==> config.mk <==
export PLATFORM = sky130hd
export DESIGN_NAME = vr_sequencer_flat
export DESIGN_NICKNAME = d
export VERILOG_FILES = /design/src/verilog/vr_seq_pkg.sv /design/src/verilog/vr_link_if.sv /design/src/verilog/vr_delay_timer.sv /design/src/verilog/vr_sequencer.sv /design/src/flat_wrapper.sv
export SDC_FILE = /design/constraint.sdc
export NUM_CORES = 1
export LEC_CHECK = 0
export ABC_CLOCK_PERIOD_IN_PS = 4470
export BUFFER_PORTS_ARGS = -buffer_cell sky130_fd_sc_hd__buf_2
export CORE_ASPECT_RATIO = 0.75
export CORE_MARGIN = 4
export CORE_UTILIZATION = 55
export DETAILED_ROUTE_END_ITERATION = 12
export GPL_TIMING_DRIVEN = 0
export PLACE_DENSITY = 0.84
export SETUP_SLACK_MARGIN = 0.02
export SLEW_MARGIN = 20
export SYNTH_ARGS = -nofsm -noshare
export SYNTH_HDL_FRONTEND = slang
export SYNTH_SLANG_ARGS = --single-unit
==> constraint.sdc <==
create_clock -name mclk -period 4.47 [get_ports mclk]
set_input_delay 0.6705 -clock mclk [delete_from_list [all_inputs] [get_ports mclk]]
set_output_delay 0.6705 -clock mclk [all_outputs]
set_load 0.05 [all_outputs]
==> src/verilog/vr_seq_pkg.sv <==
// constants, types and decoders shared by both ends of the regulator link
// assumes a single 125 MHz clock on both ends and synchronous pin inputs
package vr_seq_pkg;

  // ==========================================================
  // clock and times
  localparam int CLK_MHZ        = 125;
  localparam int PG_DELAY_NS    = 20000;
  localparam int SLEW_STEP_NS   = 12500;    // one 12.5mV code at 1mV/us
  localparam int HOST_SETUP_NS  = 10000;
  localparam int RESET_WAIT_NS  = 1000000;
  localparam int BIT_HALF_CYC   = 8;
  // least times, rounded up to whole cycles
  localparam int PG_DELAY_CYC   = (PG_DELAY_NS * CLK_MHZ + 999) / 1000;
  localparam int SLEW_CYC       = (SLEW_STEP_NS * CLK_MHZ + 999) / 1000;
  localparam int HOST_SETUP_CYC = (HOST_SETUP_NS * CLK_MHZ + 999) / 1000;
  localparam int RESET_WAIT_CYC = (RESET_WAIT_NS * CLK_MHZ + 999) / 1000;
  localparam int CNT_W          = 17;

  // ==========================================================
  // voltage codes and serial frame layout
  localparam int        VID_W      = 7;
  localparam int        RAILS      = 3;
  localparam logic [6:0] VID_OFF   = 7'h7c;  // codes from here up are off
  localparam logic [6:0] BOOT_VID0 = 7'h10;  // plain defaults
  localparam logic [6:0] BOOT_VID1 = 7'h1c;
  localparam logic [6:0] BOOT_VID2 = 7'h28;
  localparam logic [6:0] BOOT_VID3 = 7'h70;
  localparam int        FRAME_BITS = 10;
  localparam int        FR_SEL_HI  = 9;
  localparam int        FR_SEL_LO  = 8;
  localparam int        FR_PSL     = 7;
  localparam logic [1:0] SEL_ALL   = 2'h3;

  // ==========================================================
  // state enumerations
  typedef enum logic [2:0] {
    DS_OFF, DS_WAIT_REF, DS_SOFT, DS_BOOT, DS_SERIAL, DS_FAULT
  } dev_state_t;

  typedef enum logic [2:0] {
    HS_IDLE, HS_SETUP, HS_WAIT_PG, HS_WAIT_SYS, HS_HOLD, HS_RUN,
    HS_SEND, HS_DROPPED
  } host_state_t;

  // ==========================================================
  // decoders
  function automatic logic vid_is_off(input logic [6:0] v);
    vid_is_off = (v >= VID_OFF);
  endfunction : vid_is_off

  function automatic logic [6:0] boot_vid(input logic [1:0] c);
    case (c)
      2'h0:    boot_vid = BOOT_VID0;
      2'h1:    boot_vid = BOOT_VID1;
      2'h2:    boot_vid = BOOT_VID2;
      default: boot_vid = BOOT_VID3;
    endcase
  endfunction : boot_vid

endpackage : vr_seq_pkg

==> src/verilog/vr_link_if.sv <==
// pins between the regulator sequencer and the host/chipset
// assumes an external pull-up on the open-drain power good line
interface vr_link_if;

  // ==========================================================
  // host driven pins
  logic shutdown_n;
  logic serial_vid_clock;
  logic serial_vid_data;
  logic system_power_ok_in;
  logic strap_sense_pin_a;
  logic strap_sense_pin_b;
  // open-drain power good, drive value and enable
  logic pg_o;
  logic pg_oe;
  logic power_good_out;

  // pull-up wins when the device releases the line
  assign power_good_out = pg_oe ? pg_o : 1'b1;

  modport device (
    input  shutdown_n,
    input  serial_vid_clock,
    input  serial_vid_data,
    input  system_power_ok_in,
    input  strap_sense_pin_a,
    input  strap_sense_pin_b,
    output pg_o,
    output pg_oe
  );

  modport host (
    output shutdown_n,
    output serial_vid_clock,
    output serial_vid_data,
    output system_power_ok_in,
    output strap_sense_pin_a,
    output strap_sense_pin_b,
    input  power_good_out
  );

endinterface : vr_link_if

==> src/verilog/vr_delay_timer.sv <==
// saturating cycle counter used for every fixed delay
// assumes run is a level; dropping it clears the count
module vr_delay_timer #(
  parameter int unsigned LIMIT = 1
) (
  // clock and reset
  input  wire logic mclk,
  input  wire logic rst_n,
  // control
  input  wire logic run,
  output      logic done
);
  import vr_seq_pkg::*;

  typedef struct packed {
    logic [CNT_W-1:0] cnt;
  } tmr_t;

  tmr_t r_q;
  tmr_t r_d;

  // count while run holds, stop at the limit
  always_comb
  begin
    r_d = r_q;
    if (!run)
      r_d.cnt = '0;
    else if (r_q.cnt != CNT_W'(LIMIT))
      r_d.cnt = r_q.cnt + CNT_W'(1);
  end

  // state register
  always_ff @(posedge mclk or negedge rst_n)
  begin
    if (!rst_n)
      r_q <= '0;
    else
      r_q <= r_d;
  end

  assign done = (r_q.cnt == CNT_W'(LIMIT));

endmodule : vr_delay_timer

==> src/verilog/vr_sequencer.sv <==
// startup sequencer and power good supervisor, regulator end
// assumes analog comparator results arrive as synchronous levels
module vr_sequencer (
  // clock and power-on reset
  input  wire logic                             mclk,
  input  wire logic                             rst_n,
  // link to host
  vr_link_if.device                             link,
  // analog status
  input  wire logic                             supply_valid,
  input  wire logic                             reference_ok,
  input  wire logic                             battery_present,
  input  wire logic [vr_seq_pkg::RAILS-1:0]     in_regulation,
  input  wire logic [vr_seq_pkg::RAILS-1:0]     window_over,
  input  wire logic [vr_seq_pkg::RAILS-1:0]     window_under,
  // power stage control
  output      logic [vr_seq_pkg::RAILS-1:0]     gate_enable,
  output      logic [vr_seq_pkg::RAILS-1:0]     skip_mode,
  output      logic                             discharge_en,
  output      logic                             fault_latched,
  output      logic                             combined_mode,
  output      logic [vr_seq_pkg::RAILS*7-1:0]   target_vid
);
  import vr_seq_pkg::*;

  typedef struct packed {
    dev_state_t              state;
    logic [RAILS-1:0][6:0]   target;
    logic [RAILS-1:0][6:0]   goal;
    logic [RAILS-1:0]        down;
    logic [1:0]              boot;
    logic                    boot_stored;
    logic                    combined;
    logic                    psl;
    logic                    hold;
    logic                    blank;
    logic                    pg_low;
    logic [FRAME_BITS-1:0]   shift;
    logic [3:0]              nbits;
    logic                    clk_prev;
    logic                    pok_prev;
  } dev_t;

  dev_t r_q;
  dev_t r_d;

  logic slew_tick;
  logic hold_done;
  logic blank_done;
  logic running;
  logic slewing;
  logic all_ok;
  logic all_off;
  logic any_fault;

  // ==========================================================
  // delay counters
  vr_delay_timer #(.LIMIT(SLEW_CYC - 1)) u_slew (
    .mclk (mclk),
    .rst_n(rst_n),
    .run  (!slew_tick),
    .done (slew_tick)
  );

  vr_delay_timer #(.LIMIT(PG_DELAY_CYC)) u_hold (
    .mclk (mclk),
    .rst_n(rst_n),
    .run  (r_q.hold && all_ok && !slewing && running),
    .done (hold_done)
  );

  vr_delay_timer #(.LIMIT(PG_DELAY_CYC)) u_blank (
    .mclk (mclk),
    .rst_n(rst_n),
    .run  (r_q.blank && !slewing),
    .done (blank_done)
  );

  // ==========================================================
  // per-rail status
  always_comb
  begin
    slewing   = 1'b0;
    all_ok    = 1'b1;
    all_off   = 1'b1;
    any_fault = 1'b0;
    for (int i = 0; i < RAILS; i++)
    begin
      if (r_q.target[i] != r_q.goal[i])
        slewing = 1'b1;
      if (!vid_is_off(r_q.target[i]))
      begin
        all_off = 1'b0;
        if (!in_regulation[i])
          all_ok = 1'b0;
        if (window_under[i] || (window_over[i] && !r_q.down[i]))
          any_fault = 1'b1;
      end
    end
  end

  assign running = (r_q.state == DS_SOFT) || (r_q.state == DS_BOOT) ||
                   (r_q.state == DS_SERIAL);

  // ==========================================================
  // sequencing, slewing, serial frames and power good
  always_comb
  begin
    r_d          = r_q;
    r_d.clk_prev = link.serial_vid_clock;
    r_d.pok_prev = link.system_power_ok_in;
    case (r_q.state)
      DS_OFF:
      begin
        r_d.hold = 1'b1;
        r_d.blank = 1'b0;
        for (int i = 0; i < RAILS; i++)
        begin
          r_d.target[i] = VID_OFF;
          r_d.goal[i]   = VID_OFF;
        end
        r_d.down = '0;
        if (supply_valid && link.shutdown_n)
          r_d.state = DS_WAIT_REF;
      end
      DS_WAIT_REF:
        if (reference_ok)
        begin
          r_d.combined = link.strap_sense_pin_a || link.strap_sense_pin_b;
          for (int i = 0; i < RAILS; i++)
            r_d.goal[i] = boot_vid({link.serial_vid_clock,
                                    link.serial_vid_data});
          r_d.state = DS_SOFT;
        end
      DS_SOFT:
        if (!battery_present)
          r_d.state = DS_FAULT;
        else if (!slewing && all_ok)
          r_d.state = DS_BOOT;
      DS_BOOT:
      begin
        if (hold_done && !r_q.boot_stored)
        begin
          r_d.boot        = {link.serial_vid_clock, link.serial_vid_data};
          r_d.boot_stored = 1'b1;
        end
        if (link.system_power_ok_in && !r_q.hold && !slewing)
        begin
          r_d.state = DS_SERIAL;
          r_d.nbits = '0;
        end
      end
      DS_SERIAL:
        if (!link.system_power_ok_in && r_q.pok_prev)
        begin
          r_d.hold  = 1'b1;
          r_d.state = DS_BOOT;
          for (int i = 0; i < RAILS; i++)
          begin
            r_d.goal[i] = boot_vid(r_q.boot);
            r_d.down[i] = r_q.down[i] || (boot_vid(r_q.boot) > r_q.target[i]);
          end
        end
        else if (link.system_power_ok_in && link.serial_vid_clock &&
                 !r_q.clk_prev)
        begin
          r_d.shift = {r_q.shift[FRAME_BITS-2:0], link.serial_vid_data};
          r_d.nbits = r_q.nbits + 4'h1;
          if (r_q.nbits == 4'(FRAME_BITS - 1))
          begin
            r_d.nbits = '0;
            r_d.psl   = r_d.shift[FR_PSL];
            for (int i = 0; i < RAILS; i++)
              if (r_d.shift[FR_SEL_HI:FR_SEL_LO] == SEL_ALL ||
                  r_d.shift[FR_SEL_HI:FR_SEL_LO] == 2'(i) ||
                  (r_q.combined && i < 2 &&
                   r_d.shift[FR_SEL_HI:FR_SEL_LO] < 2'h2))
              begin
                r_d.goal[i] = r_d.shift[6:0];
                if (r_d.shift[6:0] > r_q.target[i])
                  r_d.down[i] = 1'b1;
              end
          end
        end
      DS_FAULT:
        r_d.hold = 1'b1;
      default:
        r_d.state = DS_OFF;
    endcase

    // one code step per slew period toward each goal
    if (slew_tick && running)
      for (int i = 0; i < RAILS; i++)
        if (r_q.target[i] < r_q.goal[i])
          r_d.target[i] = r_q.target[i] + 7'h01;
        else if (r_q.target[i] > r_q.goal[i])
          r_d.target[i] = r_q.target[i] - 7'h01;

    // upper threshold comes back once the rail settles; a new goal wins
    for (int i = 0; i < RAILS; i++)
      if (in_regulation[i] && r_q.target[i] == r_d.goal[i])
        r_d.down[i] = 1'b0;

    // hold low until 20us in regulation, blank 20us past slewing
    if (hold_done)
      r_d.hold = 1'b0;
    if (slewing && r_q.state == DS_SERIAL)
      r_d.blank = 1'b1;
    else if (blank_done)
      r_d.blank = 1'b0;

    // enable low clears the latch; lost supply latches off
    if (!link.shutdown_n)
      r_d.state = DS_OFF;
    else if (!supply_valid && r_q.state != DS_OFF)
      r_d.state = DS_FAULT;

    r_d.pg_low = !running || r_d.hold || all_off ||
                 (any_fault && !slewing && !r_q.blank);
  end

  // state register; power-on reset starts clean
  always_ff @(posedge mclk or negedge rst_n)
  begin
    if (!rst_n)
    begin
      r_q       <= '0;
      r_q.state <= DS_OFF;
      r_q.hold  <= 1'b1;
      r_q.pg_low <= 1'b1;
    end
    else
      r_q <= r_d;
  end

  // ==========================================================
  // outputs
  assign link.pg_o  = 1'b0;
  assign link.pg_oe = r_q.pg_low || !link.shutdown_n;
  assign fault_latched = (r_q.state == DS_FAULT);
  assign discharge_en  = (r_q.state == DS_FAULT) ||
                         (r_q.state == DS_OFF);
  assign combined_mode = r_q.combined;
  assign target_vid    = r_q.target;

  generate
    for (genvar g = 0; g < RAILS; g++)
    begin : g_rail
      // gates stop at once on lost supply
      assign gate_enable[g] = running && supply_valid &&
                              !vid_is_off(r_q.target[g]);
      assign skip_mode[g]   = (r_q.state != DS_SERIAL) || !r_q.psl;
    end
  endgenerate

endmodule : vr_sequencer

==> src/flat_wrapper.sv <==
// flat-port wrapper written by rule: the top's interface ports become plain ports
module vr_sequencer_flat import vr_seq_pkg::*;
  (mclk, rst_n, supply_valid, reference_ok, battery_present, in_regulation, window_over, window_under, gate_enable, skip_mode, discharge_en, fault_latched, combined_mode, target_vid, link_shutdown_n, link_serial_vid_clock, link_serial_vid_data, link_system_power_ok_in, link_strap_sense_pin_a, link_strap_sense_pin_b, link_pg_o, link_pg_oe);
  vr_link_if link_i ();
  input  wire logic mclk;
  input  wire logic rst_n;
  input  wire logic supply_valid;
  input  wire logic reference_ok;
  input  wire logic battery_present;
  input  wire logic [vr_seq_pkg::RAILS-1:0] in_regulation;
  input  wire logic [vr_seq_pkg::RAILS-1:0] window_over;
  input  wire logic [vr_seq_pkg::RAILS-1:0] window_under;
  output      logic [vr_seq_pkg::RAILS-1:0] gate_enable;
  output      logic [vr_seq_pkg::RAILS-1:0] skip_mode;
  output      logic discharge_en;
  output      logic fault_latched;
  output      logic combined_mode;
  output      logic [vr_seq_pkg::RAILS*7-1:0] target_vid;
  input wire logic [$bits(link_i.shutdown_n)-1:0] link_shutdown_n;
  input wire logic [$bits(link_i.serial_vid_clock)-1:0] link_serial_vid_clock;
  input wire logic [$bits(link_i.serial_vid_data)-1:0] link_serial_vid_data;
  input wire logic [$bits(link_i.system_power_ok_in)-1:0] link_system_power_ok_in;
  input wire logic [$bits(link_i.strap_sense_pin_a)-1:0] link_strap_sense_pin_a;
  input wire logic [$bits(link_i.strap_sense_pin_b)-1:0] link_strap_sense_pin_b;
  output wire logic [$bits(link_i.pg_o)-1:0] link_pg_o;
  output wire logic [$bits(link_i.pg_oe)-1:0] link_pg_oe;
  assign link_i.shutdown_n = link_shutdown_n;
  assign link_i.serial_vid_clock = link_serial_vid_clock;
  assign link_i.serial_vid_data = link_serial_vid_data;
  assign link_i.system_power_ok_in = link_system_power_ok_in;
  assign link_i.strap_sense_pin_a = link_strap_sense_pin_a;
  assign link_i.strap_sense_pin_b = link_strap_sense_pin_b;
  assign link_pg_o = link_i.pg_o;
  assign link_pg_oe = link_i.pg_oe;
  vr_sequencer u_core (.mclk(mclk), .rst_n(rst_n), .link(link_i), .supply_valid(supply_valid), .reference_ok(reference_ok), .battery_present(battery_present), .in_regulation(in_regulation), .window_over(window_over), .window_under(window_under), .gate_enable(gate_enable), .skip_mode(skip_mode), .discharge_en(discharge_en), .fault_latched(fault_latched), .combined_mode(combined_mode), .target_vid(target_vid));
endmodule
Yosys cells after proc, flatten, opt, wreduce, memory -nomap -nowiden
Cells that the tools add are included.
{ "word_totals": {"regBits": 122, "inputBits": 20, "output_inout_bits": 32, "wordCells": 259} }
{ "classes": {"addsub": 10, "n_lt_le_gt_ge": 16, "n_eq_ne": 49, "n_mux": 74, "bitwise": 1, "n_reduce_logical": 85} }
{ "ops": {"columns": ["op", "n"], "rows": [
  ["17-bit two-way mux", 6],
  ["7-bit two-way mux", 11],
  ["24-bit two-way mux", 3],
  ["7-bit > comparator", 9],
  ["21-bit two-way mux", 3],
  ["21-bit one-hot mux with 3 select lines", 1],
  ["17-bit by 1-bit adder with 17-bit output, second input constant", 3],
  ["4-bit by 1-bit != test with 1-bit output, second input constant", 12],
  ["7-bit one-hot mux with 3 select lines", 2],
  ["17-bit by 12-bit equality test with 1-bit output, second input constant", 2],
  ["17-bit by 12-bit != test with 1-bit output, second input constant", 2],
  ["1-bit two-way mux", 32],
  ["1-bit logical AND", 28],
  ["3-bit two-way mux", 8],
  ["7-bit by 1-bit adder with 7-bit output, second input constant", 3],
  ["7-bit equality test", 3],
  ["7-bit greater-or-equal comparator, second input constant", 3],
  ["7-bit less-than comparator", 3],
  ["7-bit != test", 3],
  ["7-bit by 1-bit subtractor with 7-bit output, second input constant", 3],
  ["1-bit logical OR", 20],
  ["3-bit one-hot mux with 6 select lines", 1],
  ["17-bit by 11-bit equality test with 1-bit output, second input constant", 1],
  ["17-bit by 11-bit != test with 1-bit output, second input constant", 1],
  ["other kinds (32)", 72]
]} }

Logic depth before layout (Yosys ltp)
{ "depth": {"ltp_word": 12, "ltp_mapped": 11, "mapped_depth_nobuf": 11} }

Cells and area by module
A second synthesis with hierarchy kept.
{ "unflattened": {"cells_unflattened": 1156, "hier_area_um2": 9740.6} }
{ "by_module_without_submodules": {"columns": ["module", "n_inst", "cells_each", "area_each_um2", "seq_area_each_um2"], "rows": [
  ["vr_sequencer", 1, 861, 6966.7, 1779.2],
  ["vr_delay_timer at u_core.u_blank ...", 2, 102, 944.7, 425.4],
  ["vr_delay_timer at u_core.u_slew", 1, 91, 884.6, 425.4]
]} }

Worst setup path after synthesis
OpenSTA, ideal clock, no wires.
{ "synth_path": {"path_kind": "reg-to-reg", "from": "register u_core.r_q (netlist bit u_core.target_vid[14])", "to": "register u_core.r_q[69] (netlist bit)", "setup_time_ps": 125, "arrival_ps": 2263, "required_time_ps": 4345, "slack_ps": 2083, "stages_incl_launch_ff": 10, "path_buffers": 0, "synth_period_minus_slack_ps": 2387, "path_cell_list": "dfrtp_1 inv_1 ha_1 and4_1 nand4_4 nor3_2 nand3b_1 a31oi_1 a21oi_1 mux2_2"} }
{ "synth_between": {"elab_chain_cells": 6, "word_cells_on_any_way": 10, "classes_between": "order compare: 1; eq/ne: 3; mux: 2; reduce/logical: 4"} }
{ "synth_lines": {"columns": ["element", "line", "text"], "rows": [
  ["start: declaration", "vr_sequencer.sv:44", "dev_t r_q;"],
  ["start signal: assignment", "vr_sequencer.sv:233", "r_q <= r_d;"],
  ["parallel branches: the longest is 5 deep, another holds 7-bit greater-or-equal comparator", null, null],
  ["6-bit AND reduction (no line) *", null, null]
]} }
Mark *: on every way between the ends.
A chain may end at the register's enable or synchronous reset.

Worst setup path in the final report
{ "layout_path": {"from": "register u_core.r_q[69] (netlist bit)", "to": "output discharge_en"} }
{ "layout_between": {"elab_chain_cells": 2, "word_cells_on_any_way": 3, "classes_between": "eq/ne: 1; reduce/logical: 2"} }
{ "layout_lines": {"columns": ["element", "line", "text"], "rows": [
  ["3-bit equality test / 3-bit logical NOT (equally long branches)", "vr_sequencer.sv:241, vr_sequencer.sv:242", null],
  ["1-bit logical OR *", "vr_sequencer.sv:241", "assign discharge_en = (r_q.state == DS_FAULT) ||"],
  ["end: declaration", "flat_wrapper.sv:15", "output logic discharge_en;"]
]} }
Mark *: on every way between the ends. The rest lies on a longest branch, timed or not.

==> results.cfg <==
[status]
status = complete, no violations

[detailed_routing]
ant_nets = 0
vias_per_cell = 6.25
drtIter0Drc = 951
via_count = 8186
drc = 0
wire_per_inst_um = 19.1
first_pass_iters = 6
wirelength_um = 25000

[final_layout]
diodes = 0
drive_gt1_frac = 0.147
num-nets-final = 1189
finalNonFillerCells = 1310
area_delta_synth_final_pct = 12.2

[synth]
yosysSeqAreaShare = 0.339
ys_seq_elements = 122
syn-cell-area_mm2 = 0.00901
ys_warn_count = 0
synth_edf_count = 0
syn_inst = 1017
synthDistinctLibCells = 86
synth_ff_type = dfrtp_1
syn-num-nets = 1119
syn_avg_cell_area_um2 = 8.86
synthArstFlopShare = 1.00

[worst_setup_path]
crit_type = reg -> out
worstReg2RegStart = u_core.target_vid[14]
critPathCaptureType = output port
critical_path_required_ps = 3800
crit_path_start = u_core.r_q[69]
setup.worst_path.start_class = flip-flop
worstPathMaxFanout = 10
critPathArrivalTime_ps = 2530

[timing]
hold_slack_ps = 181
clock_skew_ps = 8.42
hold_violations = 0
setup_viol = 0
rsz0062_at_grt = no
final.min_clock_period_ps = 3200
fin_setup_tns_ps = 0
drv_slew = 0
worstMarginPinSlew_ps = 1050
worst_slack_ps = 1270
final_min_period_over_clock_period = 0.716
max_freq_mhz = 313
slew_headroom = 0.294

[global_routing]
antenna_found_initial = 0
grt_overflow_total = 0
globalRouteTotalUtil = 0.273
grt_pass1_wl_um = 40300
grt_pass1_vias = 7799
grt_max_degree = 72

[floorplan]
core_area_mm2 = 0.0160
rows = 40
die-area_mm2 = 0.0185
die_w_um = 156
initial_utilization = 0.562
die_h_um = 119
pin_count = 52

[placed_design]
place_inst = 1278
dp_hpwl_um = 18200
pre_cts_ws_ps = 1600
io_buffers = 50
gp_congestion = 1.01

[clock_network]
cts_resized = 0
numCtsBuffers = 17
clock_latency_ps = 430
clkTransAtPathRegs_ps = 60
root_buffer = clkbuf_16
cts_setup_buffers = 0
cts_tree = yes
htree_levels = 4
clock-sinks = 122
cts_hold_buffers = 0
cts_buffer_depth = 2

[worst_hold_path]
min_path_type = in -> async

[power]
leakagePower_uw = 0.00447
finalPower_uw = 4140
vdd_drop_max_mv = 0.223
power_density_mw_per_mm2 = 410

[run]
cap_viol_max_count = 0
-- state kept, by name (all words and copies together), names as in the netlist --
signal	count
u_core.r_q	49
u_core.target_vid	21
u_core.u_blank.r_q	17
u_core.u_hold.r_q	17
u_core.u_slew.r_q	17
u_core.combined_mode	1
-- critical path, stage by stage (launching register included) --
cell and delay, ps:
dfrtp_1 440, buf_2 210, nor2_1 550, nand2_2 380
nand2_1 230, buf_2 290
-- cell type report --
type,instances,area (µm²)
buffer,50,318
clock buffer,21,450
clock inverter,11,97.6
fill,1320,5910
inverter,64,240
multi-input combinational,781,5400
sequential,122,3060
tap,210,263
timing repair buffer,51,284
-- layout by cell type (no fill, tap or decap), types with 11 or more instances in the layout --
cell type	instances
dfrtp_1	120
nor2_1	103
ha_1	82
nand2_1	78
inv_1	64
o21ai_0	58
buf_2	57
a21oi_1	57
xnor2_1	48
nand3_1	39
buf_4	26
nand4_1	23
xor2_1	23
nor3_1	20
clkbuf_16	17
and3_1	16
clkbuf_1	15
o21a_1	14
nor2b_1	14
nand2b_1	13
mux2_2	12
a21o_1	11
-- cells in the mapped netlist (16+ instances only) --
master | instances | area, µm²
xor2_1 | 23 | 201
o21ai_0 | 58 | 290
nor3_1 | 20 | 100
nand2_1 | 78 | 293
nand4_1 | 23 | 144
nand3_1 | 39 | 195
inv_1 | 64 | 240
ha_1 | 82 | 1030
buf_4 | 26 | 195
xnor2_1 | 48 | 420
a21oi_1 | 57 | 285
dfrtp_1 | 120 | 3000
and3_1 | 16 | 100
nor2_1 | 103 | 387
-- per-layer routing --
metal | GRT usage | wire (µm) | up-vias
li1 | - | - | 3769
met1 | 0.389 | 11000 | 3912
met2 | 0.395 | 10700 | 439
met3 | 0.0817 | 2610 | 66
met4 | 0.0902 | 724 | 0
met5 | 0 | 0 | -
-- stage by stage --
| step | cell area, µm² | util |
|---|---|---|
| global placement | 9520 | 0.595 |
| detailed placement | 9560 | 0.597 |
| floorplan | 9010 | - |
| finish | 10100 | 0.631 |
| global route | 10100 | 0.631 |
| CTS | 10100 | 0.631 |
-- where the power goes --
group          switching, µW  total (µW)  internal (µW)
sequential               107        1300           1200
clock                    529        1300            775
combinational            990        1530            541
-- path summary, 6_finish.rpt --
| kind | to | slack [ps] | cells after the start |
|---|---|---|---|
| hold / removal | u_core.target_vid[18] | 180 | 1 |
| min in group mclk | u_core.r_q[0] | 430 | 1 |
| setup / recovery | discharge_en | 1270 | 5 |
| max in group asynchronous | u_core.r_q[16] | 3540 | 2 |
| setup reg to reg | u_core.r_q[69] | 1400 | 9 |
| hold reg to reg | u_core.u_slew.r_q[16] | 480 | 1 |
-- logic make-up (layout without fill, tap and decap cells) --
| logic type | Yosys count | in the layout | share of synthesized area |
|---|---|---|---|
| multiplexers | 20 | 20 | 0.0240 |
| buffers and inverters | 114 | 197 | 0.0619 |
| AND/OR/NAND/NOR | 363 | 363 | 0.207 |
| flip-flops | 122 | 122 | 0.339 |
| AO/OA/AOI/OAI | 244 | 244 | 0.185 |
| other | 1 | 1 | 0.000416 |
| XOR/XNOR | 71 | 71 | 0.0690 |
| adder cells (fa/ha/maj) | 82 | 82 | 0.114 |
No activity file was read; power rests on OpenSTA's default activity.
